===== src/include/branch_bittest_shift_pkg.sv =====
package branch_bittest_shift_pkg;
	localparam logic [7:0] ADDR_OP = 8'h00;
	localparam logic [7:0] ADDR_OFFSET = 8'h04;
	localparam logic [7:0] ADDR_OPERAND_D = 8'h08;
	localparam logic [7:0] ADDR_OPERAND_R = 8'h0c;
	localparam logic [7:0] ADDR_IO_VALUE = 8'h10;
	localparam logic [7:0] ADDR_STATUS = 8'h14;
	localparam logic [7:0] ADDR_PC = 8'h18;
	localparam logic [7:0] ADDR_NEXT_LEN = 8'h1c;
	localparam logic [7:0] ADDR_CTRL = 8'h20;
	localparam logic [7:0] ADDR_RESULT = 8'h24;
	localparam logic [2:0] HSIZE_WORD = 3'h2;
	localparam int OP_CODE_LSB = 0;
	localparam int OP_CODE_WIDTH = 6;
	localparam int OP_INDEX_LSB = 8;
	localparam int OP_IMM_LSB = 16;
	localparam int OFFSET_WIDTH = 7;
	localparam int FLAG_C = 0;
	localparam int FLAG_Z = 1;
	localparam int FLAG_N = 2;
	localparam int FLAG_V = 3;
	localparam int FLAG_S = 4;
	localparam int FLAG_H = 5;
	localparam int FLAG_T = 6;
	localparam int FLAG_I = 7;
	localparam int RES_IO_LSB = 8;
	localparam int RES_RD_WRITE = 16;
	localparam int RES_IO_WRITE = 17;
	localparam int RES_TAKEN = 18;
	localparam int RES_BAD_OP = 19;
	localparam int RES_CYCLES_LSB = 20;
	localparam int RES_BUSY = 31;
	localparam logic [7:0] STATUS_RESET = 8'h00;
	localparam logic [7:0] DATA_RESET = 8'h00;
	localparam logic [1:0] CYCLES_SINGLE = 2'h1;
	localparam logic [1:0] CYCLES_TAKEN = 2'h2;
	localparam logic [1:0] CYCLES_SKIP_LONG = 2'h3;
	localparam logic [1:0] CYCLES_IO_WRITE = 2'h2;

	typedef enum logic [5:0] {
		no_operation_op, compare_with_carry_op, compare_immediate_op,
		skip_reg_bit_clear_op, skip_reg_bit_set_op, skip_io_bit_clear_op, skip_io_bit_set_op,
		branch_flag_set_op, branch_flag_clear_op, branch_equal_op, branch_not_equal_op,
		branch_carry_set_op, branch_carry_clear_op, branch_same_higher_op, branch_lower_op,
		branch_minus_op, branch_plus_op, branch_signed_ge_op, branch_signed_lt_op,
		branch_half_carry_set_op, branch_half_carry_clear_op, branch_tflag_set_op,
		branch_tflag_clear_op, branch_irq_enabled_op, branch_irq_disabled_op,
		io_bit_set_op, io_bit_clear_op, shift_left_logical_op, shift_right_logical_op,
		rotate_left_carry_op, rotate_right_carry_op, shift_right_arith_op, swap_nibbles_op,
		flag_set_indexed_op, flag_clear_indexed_op, bit_to_tflag_op, tflag_to_bit_op,
		carry_set_op, carry_clear_op, negative_set_op, negative_clear_op,
		zero_flag_set_op, zero_flag_clear_op, global_irq_enable_op
	} op_type;

	typedef enum logic [0:0] {
		exec_idle,
		exec_run
	} exec_state_type;
endpackage : branch_bittest_shift_pkg


===== src/rtl/branch_bittest_shift_exec.sv =====
// Notes on behaviour
// [RULE1] compares subtract, set ZNVCH, drop result
// [RULE2] register bit skip passes next instruction
// [RULE3] io bit skip, flags untouched
// [RULE4] indexed flag branch to pc+k+1
// [RULE5] Z, C, N branches relative
// [RULE6] same-higher/lower alias carry branches
// [RULE7] signed branches test N xor V
// [RULE8] half-carry branches test H
// [RULE9] T flag branches, 1 or 2 cycles
// [RULE10] interrupt-state branches test I
// [RULE11] io set bit, others kept, 2 cycles
// [RULE12] io clear bit, others kept, 2 cycles
// [RULE13] logical shifts fill zero, set ZCNV
// [RULE14] rotate left through carry
// [RULE15] rotate right through carry
// [RULE16] arithmetic shift right keeps sign bit
// [RULE17] bit store copies register bit to T
// [RULE18] bit load copies T into register bit
// [RULE19] flag set/clear change only one flag
// [RULE20] nibble swap, no flags changed
//
// The implementer's own choices: the register offsets and the AHB-Lite slave port.
`timescale 1ns/1ps
`default_nettype none

module branch_bittest_shift_exec #(
	parameter int PC_WIDTH = 16
) (
	input wire logic hclk,
	input wire logic hresetn,
	input wire logic hsel,
	input wire logic [31:0] haddr,
	input wire logic [1:0] htrans,
	input wire logic hwrite,
	input wire logic [2:0] hsize,
	input wire logic [31:0] hwdata,
	input wire logic hready,
	output logic [31:0] hrdata,
	output logic hreadyout,
	output logic hresp
);
	if (PC_WIDTH < branch_bittest_shift_pkg::OFFSET_WIDTH + 1 || PC_WIDTH > 31) begin : g_bad_pc
		$error("PC_WIDTH out of range");
	end

	logic accept;
	logic wr_pending;
	logic rd_pending;
	logic [7:0] addr_q;
	logic [5:0] op_code;
	logic [2:0] op_index;
	logic [7:0] op_imm;
	logic [branch_bittest_shift_pkg::OFFSET_WIDTH-1:0] offset;
	logic [7:0] operand_d;
	logic [7:0] operand_r;
	logic [7:0] io_value;
	logic [7:0] status_flags_reg;
	logic [PC_WIDTH-1:0] pc;
	logic next_is_long;
	branch_bittest_shift_pkg::exec_state_type state;
	logic [1:0] count;
	logic go;
	logic commit;
	logic [7:0] result;
	logic [7:0] io_result;
	logic rd_write;
	logic io_write;
	logic taken;
	logic bad_op;
	logic [1:0] cycles;
	logic [7:0] pend_result;
	logic [7:0] pend_io;
	logic [7:0] pend_flags;
	logic [PC_WIDTH-1:0] pend_pc;
	logic pend_rd_write;
	logic pend_io_write;
	logic pend_taken;
	logic pend_bad_op;
	logic [1:0] pend_cycles;
	logic [7:0] next_result;
	logic [7:0] next_io;
	logic [7:0] next_flags;
	logic [PC_WIDTH-1:0] next_pc;
	logic next_rd_write;
	logic next_io_write;
	logic next_taken;
	logic next_bad_op;
	logic [1:0] next_cycles;
	logic [31:0] next_rdata;

	assign accept = hready && hsel && htrans[1];
	assign go = wr_pending && addr_q == branch_bittest_shift_pkg::ADDR_CTRL && hwdata[0]
		&& state == branch_bittest_shift_pkg::exec_idle;
	assign commit = state == branch_bittest_shift_pkg::exec_run && count == 2'h1;

	// reads take one wait state so a write just before is seen
	always_ff @(posedge hclk or negedge hresetn) begin
		if (!hresetn) begin
			wr_pending <= 1'b0;
			rd_pending <= 1'b0;
			addr_q <= 8'h00;
			hreadyout <= 1'b1;
			hresp <= 1'b0;
		end else begin
			wr_pending <= accept && hwrite && hsize == branch_bittest_shift_pkg::HSIZE_WORD;
			rd_pending <= accept && !hwrite;
			hreadyout <= !(accept && !hwrite);
			hresp <= 1'b0;
			if (accept) begin
				addr_q <= haddr[7:0];
			end
		end
	end

	always_comb begin
		next_rdata = 32'h0000_0000;
		if (addr_q == branch_bittest_shift_pkg::ADDR_OP) begin
			next_rdata[branch_bittest_shift_pkg::OP_CODE_LSB +: 6] = op_code;
			next_rdata[branch_bittest_shift_pkg::OP_INDEX_LSB +: 3] = op_index;
			next_rdata[branch_bittest_shift_pkg::OP_IMM_LSB +: 8] = op_imm;
		end else if (addr_q == branch_bittest_shift_pkg::ADDR_OFFSET) begin
			next_rdata[branch_bittest_shift_pkg::OFFSET_WIDTH-1:0] = offset;
		end else if (addr_q == branch_bittest_shift_pkg::ADDR_OPERAND_D) begin
			next_rdata[7:0] = operand_d;
		end else if (addr_q == branch_bittest_shift_pkg::ADDR_OPERAND_R) begin
			next_rdata[7:0] = operand_r;
		end else if (addr_q == branch_bittest_shift_pkg::ADDR_IO_VALUE) begin
			next_rdata[7:0] = io_value;
		end else if (addr_q == branch_bittest_shift_pkg::ADDR_STATUS) begin
			next_rdata[7:0] = status_flags_reg;
		end else if (addr_q == branch_bittest_shift_pkg::ADDR_PC) begin
			next_rdata[PC_WIDTH-1:0] = pc;
		end else if (addr_q == branch_bittest_shift_pkg::ADDR_NEXT_LEN) begin
			next_rdata[0] = next_is_long;
		end else if (addr_q == branch_bittest_shift_pkg::ADDR_RESULT) begin
			next_rdata[7:0] = result;
			next_rdata[branch_bittest_shift_pkg::RES_IO_LSB +: 8] = io_result;
			next_rdata[branch_bittest_shift_pkg::RES_RD_WRITE] = rd_write;
			next_rdata[branch_bittest_shift_pkg::RES_IO_WRITE] = io_write;
			next_rdata[branch_bittest_shift_pkg::RES_TAKEN] = taken;
			next_rdata[branch_bittest_shift_pkg::RES_BAD_OP] = bad_op;
			next_rdata[branch_bittest_shift_pkg::RES_CYCLES_LSB +: 2] = cycles;
			next_rdata[branch_bittest_shift_pkg::RES_BUSY] = state == branch_bittest_shift_pkg::exec_run;
		end
	end

	always_ff @(posedge hclk or negedge hresetn) begin
		if (!hresetn) begin
			hrdata <= 32'h0000_0000;
		end else if (rd_pending) begin
			hrdata <= next_rdata;
		end
	end

	// instruction and operand registers
	always_ff @(posedge hclk or negedge hresetn) begin
		if (!hresetn) begin
			op_code <= 6'h00;
			op_index <= 3'h0;
			op_imm <= branch_bittest_shift_pkg::DATA_RESET;
			offset <= 7'h00;
			operand_d <= branch_bittest_shift_pkg::DATA_RESET;
			operand_r <= branch_bittest_shift_pkg::DATA_RESET;
			io_value <= branch_bittest_shift_pkg::DATA_RESET;
			next_is_long <= 1'b0;
		end else if (wr_pending) begin
			if (addr_q == branch_bittest_shift_pkg::ADDR_OP) begin
				op_code <= hwdata[branch_bittest_shift_pkg::OP_CODE_LSB +: 6];
				op_index <= hwdata[branch_bittest_shift_pkg::OP_INDEX_LSB +: 3];
				op_imm <= hwdata[branch_bittest_shift_pkg::OP_IMM_LSB +: 8];
			end else if (addr_q == branch_bittest_shift_pkg::ADDR_OFFSET) begin
				offset <= hwdata[branch_bittest_shift_pkg::OFFSET_WIDTH-1:0];
			end else if (addr_q == branch_bittest_shift_pkg::ADDR_OPERAND_D) begin
				operand_d <= hwdata[7:0];
			end else if (addr_q == branch_bittest_shift_pkg::ADDR_OPERAND_R) begin
				operand_r <= hwdata[7:0];
			end else if (addr_q == branch_bittest_shift_pkg::ADDR_IO_VALUE) begin
				io_value <= hwdata[7:0];
			end else if (addr_q == branch_bittest_shift_pkg::ADDR_NEXT_LEN) begin
				next_is_long <= hwdata[0];
			end
		end
	end

	always_comb begin
		logic [8:0] diff;
		logic [7:0] sub_b;
		logic [7:0] mask;
		logic [PC_WIDTH-1:0] step;
		logic branch_op;
		logic branch_cond;
		logic skip_op;
		logic skip_cond;
		logic shift_op;
		logic shift_carry;
		diff = 9'h000;
		sub_b = operand_r;
		mask = 8'h01 << op_index;
		step = {{(PC_WIDTH-branch_bittest_shift_pkg::OFFSET_WIDTH){offset[6]}}, offset};
		branch_op = 1'b0;
		branch_cond = 1'b0;
		skip_op = 1'b0;
		skip_cond = 1'b0;
		shift_op = 1'b0;
		shift_carry = 1'b0;
		next_result = operand_d;
		next_io = io_value;
		next_flags = status_flags_reg;
		next_pc = PC_WIDTH'(pc + 1'b1);
		next_rd_write = 1'b0;
		next_io_write = 1'b0;
		next_taken = 1'b0;
		next_bad_op = 1'b0;
		next_cycles = branch_bittest_shift_pkg::CYCLES_SINGLE;
		case (branch_bittest_shift_pkg::op_type'(op_code))
			branch_bittest_shift_pkg::no_operation_op: begin
			end
			// [RULE1] subtract, with borrow only for compare-with-carry
			branch_bittest_shift_pkg::compare_with_carry_op,
			branch_bittest_shift_pkg::compare_immediate_op: begin
				if (branch_bittest_shift_pkg::op_type'(op_code) == branch_bittest_shift_pkg::compare_immediate_op) begin
					sub_b = op_imm;
					diff = {1'b0, operand_d} - {1'b0, sub_b};
				end else begin
					diff = {1'b0, operand_d} - {1'b0, sub_b} - {8'h00, status_flags_reg[branch_bittest_shift_pkg::FLAG_C]};
				end
				next_flags[branch_bittest_shift_pkg::FLAG_C] = diff[8];
				next_flags[branch_bittest_shift_pkg::FLAG_Z] = diff[7:0] == 8'h00;
				next_flags[branch_bittest_shift_pkg::FLAG_N] = diff[7];
				next_flags[branch_bittest_shift_pkg::FLAG_V] = (operand_d[7] & ~sub_b[7] & ~diff[7])
					| (~operand_d[7] & sub_b[7] & diff[7]);
				next_flags[branch_bittest_shift_pkg::FLAG_H] = (~operand_d[3] & sub_b[3])
					| (sub_b[3] & diff[3]) | (diff[3] & ~operand_d[3]);
			end
			// [RULE2] register bit skip
			branch_bittest_shift_pkg::skip_reg_bit_clear_op: begin
				skip_op = 1'b1;
				skip_cond = !operand_r[op_index];
			end
			branch_bittest_shift_pkg::skip_reg_bit_set_op: begin
				skip_op = 1'b1;
				skip_cond = operand_r[op_index];
			end
			// [RULE3] io bit skip
			branch_bittest_shift_pkg::skip_io_bit_clear_op: begin
				skip_op = 1'b1;
				skip_cond = !io_value[op_index];
			end
			branch_bittest_shift_pkg::skip_io_bit_set_op: begin
				skip_op = 1'b1;
				skip_cond = io_value[op_index];
			end
			// [RULE4] indexed status bit
			branch_bittest_shift_pkg::branch_flag_set_op: begin
				branch_op = 1'b1;
				branch_cond = status_flags_reg[op_index];
			end
			branch_bittest_shift_pkg::branch_flag_clear_op: begin
				branch_op = 1'b1;
				branch_cond = !status_flags_reg[op_index];
			end
			// [RULE5] zero and minus tests
			branch_bittest_shift_pkg::branch_equal_op: begin
				branch_op = 1'b1;
				branch_cond = status_flags_reg[branch_bittest_shift_pkg::FLAG_Z];
			end
			branch_bittest_shift_pkg::branch_not_equal_op: begin
				branch_op = 1'b1;
				branch_cond = !status_flags_reg[branch_bittest_shift_pkg::FLAG_Z];
			end
			branch_bittest_shift_pkg::branch_minus_op: begin
				branch_op = 1'b1;
				branch_cond = status_flags_reg[branch_bittest_shift_pkg::FLAG_N];
			end
			branch_bittest_shift_pkg::branch_plus_op: begin
				branch_op = 1'b1;
				branch_cond = !status_flags_reg[branch_bittest_shift_pkg::FLAG_N];
			end
			// [RULE5] [RULE6] carry tests and aliases
			branch_bittest_shift_pkg::branch_carry_set_op,
			branch_bittest_shift_pkg::branch_lower_op: begin
				branch_op = 1'b1;
				branch_cond = status_flags_reg[branch_bittest_shift_pkg::FLAG_C];
			end
			branch_bittest_shift_pkg::branch_carry_clear_op,
			branch_bittest_shift_pkg::branch_same_higher_op: begin
				branch_op = 1'b1;
				branch_cond = !status_flags_reg[branch_bittest_shift_pkg::FLAG_C];
			end
			// [RULE7] signed compare result
			branch_bittest_shift_pkg::branch_signed_ge_op: begin
				branch_op = 1'b1;
				branch_cond = !(status_flags_reg[branch_bittest_shift_pkg::FLAG_N]
					^ status_flags_reg[branch_bittest_shift_pkg::FLAG_V]);
			end
			branch_bittest_shift_pkg::branch_signed_lt_op: begin
				branch_op = 1'b1;
				branch_cond = status_flags_reg[branch_bittest_shift_pkg::FLAG_N]
					^ status_flags_reg[branch_bittest_shift_pkg::FLAG_V];
			end
			// [RULE8] half carry tests
			branch_bittest_shift_pkg::branch_half_carry_set_op: begin
				branch_op = 1'b1;
				branch_cond = status_flags_reg[branch_bittest_shift_pkg::FLAG_H];
			end
			branch_bittest_shift_pkg::branch_half_carry_clear_op: begin
				branch_op = 1'b1;
				branch_cond = !status_flags_reg[branch_bittest_shift_pkg::FLAG_H];
			end
			// [RULE9] T flag tests
			branch_bittest_shift_pkg::branch_tflag_set_op: begin
				branch_op = 1'b1;
				branch_cond = status_flags_reg[branch_bittest_shift_pkg::FLAG_T];
			end
			branch_bittest_shift_pkg::branch_tflag_clear_op: begin
				branch_op = 1'b1;
				branch_cond = !status_flags_reg[branch_bittest_shift_pkg::FLAG_T];
			end
			// [RULE10] interrupt enable tests
			branch_bittest_shift_pkg::branch_irq_enabled_op: begin
				branch_op = 1'b1;
				branch_cond = status_flags_reg[branch_bittest_shift_pkg::FLAG_I];
			end
			branch_bittest_shift_pkg::branch_irq_disabled_op: begin
				branch_op = 1'b1;
				branch_cond = !status_flags_reg[branch_bittest_shift_pkg::FLAG_I];
			end
			// [RULE11] read-modify-write one bit
			branch_bittest_shift_pkg::io_bit_set_op: begin
				next_io = io_value | mask;
				next_io_write = 1'b1;
				next_cycles = branch_bittest_shift_pkg::CYCLES_IO_WRITE;
			end
			// [RULE12] read-modify-write one bit
			branch_bittest_shift_pkg::io_bit_clear_op: begin
				next_io = io_value & ~mask;
				next_io_write = 1'b1;
				next_cycles = branch_bittest_shift_pkg::CYCLES_IO_WRITE;
			end
			// [RULE13] zero fill shifts
			branch_bittest_shift_pkg::shift_left_logical_op: begin
				shift_op = 1'b1;
				shift_carry = operand_d[7];
				next_result = {operand_d[6:0], 1'b0};
			end
			branch_bittest_shift_pkg::shift_right_logical_op: begin
				shift_op = 1'b1;
				shift_carry = operand_d[0];
				next_result = {1'b0, operand_d[7:1]};
			end
			// [RULE14] old carry into bit 0
			branch_bittest_shift_pkg::rotate_left_carry_op: begin
				shift_op = 1'b1;
				shift_carry = operand_d[7];
				next_result = {operand_d[6:0], status_flags_reg[branch_bittest_shift_pkg::FLAG_C]};
			end
			// [RULE15] old carry into bit 7
			branch_bittest_shift_pkg::rotate_right_carry_op: begin
				shift_op = 1'b1;
				shift_carry = operand_d[0];
				next_result = {status_flags_reg[branch_bittest_shift_pkg::FLAG_C], operand_d[7:1]};
			end
			// [RULE16] sign bit kept
			branch_bittest_shift_pkg::shift_right_arith_op: begin
				shift_op = 1'b1;
				shift_carry = operand_d[0];
				next_result = {operand_d[7], operand_d[7:1]};
			end
			// [RULE20] nibble exchange
			branch_bittest_shift_pkg::swap_nibbles_op: begin
				next_result = {operand_d[3:0], operand_d[7:4]};
				next_rd_write = 1'b1;
			end
			// [RULE19] indexed flag write
			branch_bittest_shift_pkg::flag_set_indexed_op: begin
				next_flags[op_index] = 1'b1;
			end
			branch_bittest_shift_pkg::flag_clear_indexed_op: begin
				next_flags[op_index] = 1'b0;
			end
			// [RULE17] register bit to T
			branch_bittest_shift_pkg::bit_to_tflag_op: begin
				next_flags[branch_bittest_shift_pkg::FLAG_T] = operand_r[op_index];
			end
			// [RULE18] T into register bit
			branch_bittest_shift_pkg::tflag_to_bit_op: begin
				next_result[op_index] = status_flags_reg[branch_bittest_shift_pkg::FLAG_T];
				next_rd_write = 1'b1;
			end
			// [RULE19] dedicated flag writes
			branch_bittest_shift_pkg::carry_set_op: begin
				next_flags[branch_bittest_shift_pkg::FLAG_C] = 1'b1;
			end
			branch_bittest_shift_pkg::carry_clear_op: begin
				next_flags[branch_bittest_shift_pkg::FLAG_C] = 1'b0;
			end
			branch_bittest_shift_pkg::negative_set_op: begin
				next_flags[branch_bittest_shift_pkg::FLAG_N] = 1'b1;
			end
			branch_bittest_shift_pkg::negative_clear_op: begin
				next_flags[branch_bittest_shift_pkg::FLAG_N] = 1'b0;
			end
			branch_bittest_shift_pkg::zero_flag_set_op: begin
				next_flags[branch_bittest_shift_pkg::FLAG_Z] = 1'b1;
			end
			branch_bittest_shift_pkg::zero_flag_clear_op: begin
				next_flags[branch_bittest_shift_pkg::FLAG_Z] = 1'b0;
			end
			branch_bittest_shift_pkg::global_irq_enable_op: begin
				next_flags[branch_bittest_shift_pkg::FLAG_I] = 1'b1;
			end
			default: begin
				next_bad_op = 1'b1;
			end
		endcase
		// [RULE13] shift flag update, V is N xor C
		if (shift_op) begin
			next_rd_write = 1'b1;
			next_flags[branch_bittest_shift_pkg::FLAG_C] = shift_carry;
			next_flags[branch_bittest_shift_pkg::FLAG_Z] = next_result == 8'h00;
			next_flags[branch_bittest_shift_pkg::FLAG_N] = next_result[7];
			next_flags[branch_bittest_shift_pkg::FLAG_V] = next_result[7] ^ shift_carry;
		end
		// [RULE4] relative target and 1/2 cycles
		if (branch_op && branch_cond) begin
			next_taken = 1'b1;
			next_pc = PC_WIDTH'(pc + step + 1'b1);
			next_cycles = branch_bittest_shift_pkg::CYCLES_TAKEN;
		end
		// [RULE2] [RULE3] skip over one or two words
		if (skip_op && skip_cond) begin
			next_taken = 1'b1;
			if (next_is_long) begin
				next_pc = PC_WIDTH'(pc + 2'h3);
				next_cycles = branch_bittest_shift_pkg::CYCLES_SKIP_LONG;
			end else begin
				next_pc = PC_WIDTH'(pc + 2'h2);
				next_cycles = branch_bittest_shift_pkg::CYCLES_TAKEN;
			end
		end
	end

	// results held back until the cycle count has run out
	always_ff @(posedge hclk or negedge hresetn) begin
		if (!hresetn) begin
			state <= branch_bittest_shift_pkg::exec_idle;
			count <= 2'h0;
			pend_result <= branch_bittest_shift_pkg::DATA_RESET;
			pend_io <= branch_bittest_shift_pkg::DATA_RESET;
			pend_flags <= branch_bittest_shift_pkg::STATUS_RESET;
			pend_pc <= '0;
			pend_rd_write <= 1'b0;
			pend_io_write <= 1'b0;
			pend_taken <= 1'b0;
			pend_bad_op <= 1'b0;
			pend_cycles <= 2'h0;
		end else begin
			case (state)
				branch_bittest_shift_pkg::exec_idle: begin
					if (go) begin
						state <= branch_bittest_shift_pkg::exec_run;
						count <= next_cycles;
						pend_result <= next_result;
						pend_io <= next_io;
						pend_flags <= next_flags;
						pend_pc <= next_pc;
						pend_rd_write <= next_rd_write;
						pend_io_write <= next_io_write;
						pend_taken <= next_taken;
						pend_bad_op <= next_bad_op;
						pend_cycles <= next_cycles;
					end
				end
				branch_bittest_shift_pkg::exec_run: begin
					count <= 2'(count - 1'b1);
					if (commit) begin
						state <= branch_bittest_shift_pkg::exec_idle;
					end
				end
				default: begin
					state <= branch_bittest_shift_pkg::exec_idle;
				end
			endcase
		end
	end

	always_ff @(posedge hclk or negedge hresetn) begin
		if (!hresetn) begin
			result <= branch_bittest_shift_pkg::DATA_RESET;
			io_result <= branch_bittest_shift_pkg::DATA_RESET;
			rd_write <= 1'b0;
			io_write <= 1'b0;
			taken <= 1'b0;
			bad_op <= 1'b0;
			cycles <= 2'h0;
		end else if (commit) begin
			result <= pend_result;
			io_result <= pend_io;
			rd_write <= pend_rd_write;
			io_write <= pend_io_write;
			taken <= pend_taken;
			bad_op <= pend_bad_op;
			cycles <= pend_cycles;
		end
	end

	// commit wins over a software write in the same cycle
	always_ff @(posedge hclk or negedge hresetn) begin
		if (!hresetn) begin
			status_flags_reg <= branch_bittest_shift_pkg::STATUS_RESET;
		end else if (commit) begin
			status_flags_reg <= pend_flags;
		end else if (wr_pending && addr_q == branch_bittest_shift_pkg::ADDR_STATUS) begin
			status_flags_reg <= hwdata[7:0];
		end
	end

	always_ff @(posedge hclk or negedge hresetn) begin
		if (!hresetn) begin
			pc <= '0;
		end else if (commit) begin
			pc <= pend_pc;
		end else if (wr_pending && addr_q == branch_bittest_shift_pkg::ADDR_PC) begin
			pc <= hwdata[PC_WIDTH-1:0];
		end
	end
endmodule : branch_bittest_shift_exec

`default_nettype wire


===== config.mk =====
export PLATFORM = sky130hd
export DESIGN_NAME = branch_bittest_shift_exec
export DESIGN_NICKNAME = d
export VERILOG_FILES = /design/src/include/branch_bittest_shift_pkg.sv /design/src/rtl/branch_bittest_shift_exec.sv
export SDC_FILE = /design/constraint.sdc
export NUM_CORES = 1
export LEC_CHECK = 0
export BUFFER_PORTS_ARGS = -buffer_cell sky130_fd_sc_hd__buf_4
export CORE_MARGIN = 3
export CORE_UTILIZATION = 55
export DETAILED_ROUTE_END_ITERATION = 7
export PLACE_DENSITY = 0.9
export SLEW_MARGIN = 20
export SYNTH_ARGS = -nofsm -noshare
export SYNTH_HDL_FRONTEND = slang
export SYNTH_SLANG_ARGS = --single-unit

===== constraint.sdc =====
create_clock -name hclk -period 2.9 [get_ports hclk]
set_clock_uncertainty 0.2 [all_clocks]
set_input_delay 0.87 -clock hclk [delete_from_list [all_inputs] [get_ports hclk]]
set_output_delay 0.87 -clock hclk [all_outputs]
set_load 0.05 [all_outputs]

==> summary.md, run 1 <==
| Metric | Value |
|---|---|
| Status | finished with violations |
| Failing checks | setup timing |
| Cell Area, Synth | about 0.012 sq mm |
| # port buffers | 66 |
| Final period util | 1.12 |
| Inserted Clock Buffers | 17 |
| Global route overflow | 0 |
| H-tree Lvls | 4 |
| CTS tree | built |
| Hold Fails Final Rpt | 0 |
| Asr flop ratio synth | 1.00 |
| Post-synth EDFFs | 0 |
| Wire per inst | between 20 and 25 microns |
| Pwr Density | approximately 570 mW/mm^2 |
| Leakage power | roughly 0.0066 uW |
| Maximum clock path buffer count | 2 |
| Antenna violations before repair | 0 |
| Share of layout cells above drive strength 1 | 0.302 |
| Crit path buf inv count | 2 |
| Min Hold Slack | 0.214 ns |
| Regs by FF count | hrdata (25), pc (16), pend_pc (16) |
| Num ports | approximately 110 |
| DR vias/cell | 6.92 |
| Post-layout min period | around 3.2 ns |
| CP required | 3.03 ns |
| Vias post-DR | around 12,000 |
| First-pass DRT Iterations | 8 |
| CP max stage cell | mux4_2 |
| Max Cap Viol | 0 |
| Dominant cell type by area after synthesis | dfrtp_1 |
| Critical path class | flip-flop to flip-flop |
| Initial DRC count | 1,734 |
| Delay-heaviest family, CP | multiplexers |
| RePlAce Congestion | approximately 1.0 |
| Critical-path maximum fanout | 5 |
| RSZ-0062 raised after global routing | yes |
| Design area | roughly 0.014 sq mm |
| Final antenna-violating net count | 0 |
| Synth cell count leaders | dfrtp_1, nand2_1, a21oi_1, nor2_1, o21ai_0 |
| Area taken by multi-input logic gates | between 0.006 and 0.007 sq mm |
| Row Count | between 50 and 60 |
| Crit path depth | 9 |
| Pwr Total | roughly 8200 uW |
| Vias in the first global route | approximately 11,000 |
| Top_reg_cell synth | dfrtp_1 |
| Fill cells | approximately 1,400 |
| Layout Utilization | 0.707 |
| Routed WL | between 40,000 and 50,000 microns |
| Core area | 0.0204 sq mm |
| Distinct cell type count after synthesis | 82 |
| Startpoint types | flip-flop |
| Reg clk slew, reported paths | roughly 0.070 ns |
| Worst-Skew Late Latency | between 0.4 and 0.5 ns |
| Register area share after synthesis | 0.390 |
| Post-placement cell area | 0.0132 sq mm |
| Number of diodes | 0 |
| Worst slew pin tran | ~0.59 ns |
| Most numerous cell in the Yosys netlist | dfrtp_1 |
| Nets | 1,559 |
| Syn avg cell area | 9.08 sq um |
| Die W | around 150 microns |
| Number of flip-flops in the largest register | 25 |
| Synthesized instance count | approximately 1,300 |
| Yosys reg bits | 180 |
| Area growth, synth to finish | 25.0% |
| Tot GR Track Use | 0.355 |
| CP endpoint kind | flip-flop |
| DP HPWL | between 20,000 and 30,000 microns |
| Register area | around 0.0045 sq mm |
| Peak Freq | 308 MHz |
| Post-synth top area share | 0.387 |
| Clock Root Buffer | clkbuf_16 |
| Largest net degree at the start of global routing | between 60 and 70 |
| Worst stage delay on the critical path | 0.54 ns |
| Cell count of the worst reg-to-reg path | 9 |
| Dpl ws | -0.246 ns |
| First-pass GRT wire length | 62,400 microns |
| Setup slack after layout | -0.345 ns |
| Number of clock sinks | between 150 and 200 |
| Starting Density | 0.566 |
| Worst VDD drop | 0.421 mV |
| # DRC | 0 |
| Cells along the critical path | mux4_2 -> mux2i_2 -> buf_4 -> mux2_4 -> o31ai_4 -> buf_6 -> o21ai_0 -> a211o_1 -> a22o_1 |
| Hold buffer count at cts | 0 |
| Biggest register | hrdata |
| Die area | 0.0228 sq mm |
| Data arrival, critical path | between 3 and 4 ns |
| Setup-failing EPs final | 22 |
| Top area cells in the synthesized netlist | dfrtp_1, mux2_2, ha_1 |
| Max transition margin | 0.606 |
| DIE HEIGHT | between 150 and 200 microns |
| Min-delay worst type | primary input to async pin |
| Slew Limit Fails | 0 |
| Warnings, synthesis | 0 |
[layer usage]
layer | GRT usage | part of all wire | vias up
met5 | 0 | 0 | -
met4 | 0.186 | 0.075 | 0
met2 | 0.546 | 0.43 | 1125
met3 | 0.0922 | 0.14 | 327
li1 | - | - | 4944
met1 | 0.462 | 0.35 | 5527
[power breakdown]
part	switching (uW)	leakage (uW)	total (uW)	internal, uW
clock network	1090	0.000292	2490	1400
registers	207	0.00220	2890	2680
logic	1690	0.00409	2860	1170
[repair_timing]
item                                    CTS  global route
resized for setup                        61            73
endpoints found under the setup margin   22            43
cloned                                    1             2
buffers inserted                         17            16
pin swaps                                18            46
[worst paths after layout]
check / start / endpoint / slack [ns]
worst min-delay path: hresetn / operand_d[2]$_DFFE_PN0P_ / 0.21
worst min register to register: pend_bad_op$_DFFE_PN0P_ / pend_bad_op$_DFFE_PN0P_ / 0.27
min in group hclk: pend_bad_op$_DFFE_PN0P_ / pend_bad_op$_DFFE_PN0P_ / 0.27
max in group asynchronous: hresetn / pend_pc[5]$_DFFE_PN0P_ / 1.60
worst max register to register: op_index[0]$_DFFE_PN0P_ / pend_pc[13]$_DFFE_PN0P_ / -0.35
worst max-delay path: op_index[0]$_DFFE_PN0P_ / pend_pc[13]$_DFFE_PN0P_ / -0.35
[cell usage in the layout, fill, tap and decap left out, types with 5 or more instances in the layout]
master,n
nor2_1,94
or2_2,8
a31oi_1,16
nand2b_1,10
ha_4,6
o31ai_1,6
a22o_1,7
o22ai_1,9
xnor2_1,19
clkbuf_16,17
ha_1,33
and3_1,15
a22oi_1,25
mux2_2,75
buf_4,204
buf_12,6
buf_6,18
nor4_1,5
mux2i_1,38
inv_2,7
o21ai_0,65
a21oi_1,94
nand2_1,117
o21a_1,14
conb_1,8
inv_1,47
a211oi_2,6
nor3_1,24
a21o_1,9
dfrtp_1,177
nor2b_1,15
o211ai_1,20
o21ai_1,11
nand3_1,31
a221oi_1,8
xor2_1,16
and2_1,11
nand4_1,11
o21ai_2,8
a222oi_1,5
[cell type report]
type | instances | share of cell area
multi-input combinational | 956 | 0.477
sequential | 180 | 0.312
timing repair buffer | 229 | 0.131
clock buffer | 19 | 0.0306
tap | 270 | 0.0234
inverter | 55 | 0.0146
clock inverter | 13 | 0.0119
[kinds of logic (layout without fill, tap and decap cells)]
family / after synthesis / count (layout) / synth area share
and+or+nand+nor: 384 / 385 / 0.161
buffers and inverters: 145 / 316 / 0.0516
xor gates and xnor gates: 36 / 36 / 0.0273
adders and majority gates: 47 / 47 / 0.0533
other: 1 / 8 / 0.000324
DFF: 180 / 180 / 0.390
AOI/OAI and AO/OA: 358 / 358 / 0.197
muxes: 122 / 122 / 0.119
[through the flow]
stage               setup TNS (ns)  std cells
floorplan                        0       1280
global placement            -0.815       1666
detailed placement           -2.02       1666
CTS                          -1.86       1714
global route                 -4.41       1722
finish                       -3.66       1722
Note: power is estimated with default switching activity, not from simulation.
==> inputs of run 2 (changes only) <==
==> constraint.sdc (replaced) <==
create_clock -name hclk -period 2.9 [get_ports hclk]
set_clock_uncertainty 0.2 [all_clocks]
set_input_delay 0.145 -clock hclk [delete_from_list [all_inputs] [get_ports hclk]]
set_output_delay 0.145 -clock hclk [all_outputs]
set_load 0.05 [all_outputs]
==> run 2 against run 1 <==
The run still ends with setup timing left; critical endpoint is now pend_pc[14]$_DFFE_PN0P_; worst setup slack improved by 0.21 ns; cell count is 0.87% higher; power down 1.2%; largest power group unchanged.
==> summary.md, run 2 (synthesis results as in run 1) <==
| Metric | Value |
|---|---|
| Most frequent cells in the layout | buf_4, dfrtp_1, nand2_1 (unchanged) |
| Setup-failing EPs final | 3 (was 22) |
| CP required | 3.03 ns (about the same) |
| DR vias/cell | 6.66 (was 6.92) |
| Worst VDD drop | 0.415 mV (was 0.421 mV) |
| Clock Root Buffer | clkbuf_16 (unchanged) |
| Area growth, synth to finish | 25.6% (was 25.0%) |
| Max Cap Viol | 0 (unchanged) |
| Vias in the first global route | 11,100 (was 11,500) |
| RePlAce Congestion | 1.02 (was 1.03) |
| Data arrival, critical path | 3.16 ns (was 3.38 ns) |
| Hold path cells | 3 |
| Post-placement cell area | 0.0131 sq mm (was 0.0132 sq mm) |
| Routed WL | 39,900 microns (was 41,700 microns) |
| Non-filler cells, final | 1,737 (was 1,722) |
| Core area | 0.0204 sq mm (unchanged) |
| WHS Endpoint | wr_pending$_DFF_PN0_ |
| Dpl ws | -0.194 ns (was -0.246 ns) |
| Pwr Density | 561 mW/mm^2 (was 570 mW/mm^2) |
| H-tree Lvls | 4 (unchanged) |
| FF-to-FF End | pend_pc[14]$_DFFE_PN0P_ (was pend_pc[13]$_DFFE_PN0P_) |
| Share of layout cells above drive strength 1 | 0.267 (was 0.302) |
| Final antenna-violating net count | 0 (unchanged) |
| Initial DRC count | 1,535 (was 1,734) |
| Maximum clock path buffer count | 2 (unchanged) |
| Setup slack after layout | -0.131 ns (was -0.345 ns) |
| Min-delay worst type | primary input to flip-flop (was primary input to async pin) |
| Failing checks | setup timing (unchanged) |
| Critical path class | flip-flop to flip-flop (unchanged) |
| Worst slew pin tran | 0.789 ns (was 0.591 ns) |
| Wire per inst | 23.0 microns (was 24.2 microns) |
| Critical-path maximum fanout | 3 (was 5) |
| Starting Density | 0.566 (unchanged) |
| Vias post-DR | 11,600 (was 11,900) |
| Pwr Total | 8140 uW (was 8240 uW) |
| DP HPWL | 27,100 microns (was 27,200 microns) |
| First-pass GRT wire length | 60,900 microns (was 62,400 microns) |
| Leakage power | 0.00661 uW (was 0.00659 uW) |
| Status | finished with violations (unchanged) |
| # port buffers | 66 (unchanged) |
| Design area | 0.0145 sq mm (about the same) |
| Max transition margin | 0.460 (was 0.606) |
| Final period util | 1.05 (was 1.12) |
| Most common cell after layout, fill and taps aside | buf_4 (unchanged) |
| Tot GR Track Use | 0.346 (was 0.355) |
| Antenna violations before repair | 1 (was 0) |
| Largest net degree at the start of global routing | 77 (was 63) |
| Regs by FF count | hrdata (25), pc (16), pend_pc (16) (unchanged) |
| Die area | 0.0228 sq mm (unchanged) |
| Num ports | 108 (unchanged) |
| R2r setup slk | -0.13 ns (was -0.35 ns) |
| Slew Limit Fails | 0 (unchanged) |
| Startpoint types | flip-flop (unchanged) |
| Peak Freq | 330 MHz (was 308 MHz) |
| Worst reg2reg path startpoint | op_index[0]$_DFFE_PN0P_ (unchanged) |
| RSZ-0062 raised after global routing | yes (unchanged) |
| Worst-Skew Late Latency | 0.44 ns (was 0.45 ns) |
| # DRC | 0 (unchanged) |
| HP Start | htrans[1] |
| Reg clk slew, reported paths | 0.08 ns (was 0.07 ns) |
| Row Count | 52 (unchanged) |
| Number of flip-flops in the largest register | 25 (unchanged) |
| Hold Fails Final Rpt | 0 (unchanged) |
| First-pass DRT Iterations | 8 (unchanged) |
| Min Hold Slack | 0.0311 ns (was 0.214 ns) |
| Inserted Clock Buffers | 17 (unchanged) |
| Post-layout min period | 3.03 ns (was 3.25 ns) |
| Number of clock sinks | 180 (unchanged) |
| Global route overflow | 0 (unchanged) |
| Cell count of the worst reg-to-reg path | 8 (was 9) |
| CTS tree | built (unchanged) |
| Biggest register | hrdata (unchanged) |
| Die W | 151 microns (unchanged) |
| DIE HEIGHT | 151 microns (unchanged) |
| CP endpoint kind | flip-flop (unchanged) |
| DP Cell Count | 1,653 (was 1,666) |
| Nets | 1,573 (was 1,559) |
==> run 2: cell types whose count changed in the layout (fill, tap and decap cells not counted), moves of 3 or more <==
cell           before  now
a21oi_1            94   91
buf_4             204  191
buf_6              18   10
dlygate4sd3_1       0   36
ha_1               33   37
ha_2                3    0
inv_1              47   52
inv_2               7    3
nor2_1             94   98
nor2_2              4    1
o21ai_0            65   71
o21ai_2             8    3
==> run 2: per-stage QoR <==
stage / util / TNS (ns)
final: 0.711 / -0.165
after global routing: 0.711 / -0.876
after CTS: 0.694 / -0.303
after detailed placement: 0.640 / -1.28
after global placement: 0.640 / -0.734
after floorplan: - / 0
==> run 2: repair_timing <==
action	in CTS	in global routing
gates resized for setup	29	59
setup buffers	1	14
endpoints found under the hold margin	158	0
hold buffers	36	0
setup endpoints to repair	20	25
pin swaps	10	27
==> run 2: worst max path at each step <==
| stage | start | end | cells after the start |
|---|---|---|---|
| after floorplan | op_index[0]$_DFFE_PN0P_ | pend_pc[13]$_DFFE_PN0P_ | 8 |
| after global placement | op_index[0]$_DFFE_PN0P_ | pend_pc[14]$_DFFE_PN0P_ | 8 |
| after detailed placement | op_index[0]$_DFFE_PN0P_ | pend_pc[14]$_DFFE_PN0P_ | 8 |
| after CTS | op_index[0]$_DFFE_PN0P_ | pend_pc[14]$_DFFE_PN0P_ | 8 |
| after global routing | op_index[0]$_DFFE_PN0P_ | pend_pc[14]$_DFFE_PN0P_ | 8 |
| final | op_index[0]$_DFFE_PN0P_ | pend_pc[14]$_DFFE_PN0P_ | 8 |
==> run 2: final cells by class <==
class / count / area (sq um)
Inverter: 55 / 206
Timing Repair Buffer: 244 / 2050
Multi-Input combinational cell: 955 / 6820
Tap cell: 270 / 338
Fill cell: 1419 / 5910
Sequential cell: 180 / 4510
Antenna cell: 1 / 2.50
Clock inverter: 13 / 170
Clock buffer: 19 / 433
==> run 2: layer usage <==
layer	track usage	part of all wire	up-vias
li1	-	-	4977
met1	0.457	0.38	5571
met2	0.543	0.45	823
met3	0.0859	0.12	200
met4	0.148	0.051	2
met5	0	0.00025	-
==> run 2: where the power goes <==
| part | switching (uW) | leakage, uW | internal [uW] | total [uW] |
|---|---|---|---|---|
| logic | 1630 | 0.00411 | 1190 | 2810 |
| registers | 197 | 0.00220 | 2680 | 2880 |
| clock network | 1080 | 0.000291 | 1370 | 2450 |
==> run 2: worst max-delay path: stages (launching register included) <==
cell	delay (ns)
dfrtp_2	0.43
mux4_2	0.55
mux2i_4	0.20
mux2_4	0.35
o31a_1	0.32
mux2_4	0.33
o21a_1	0.19
o311ai_2	0.24
nand2_1	0.09
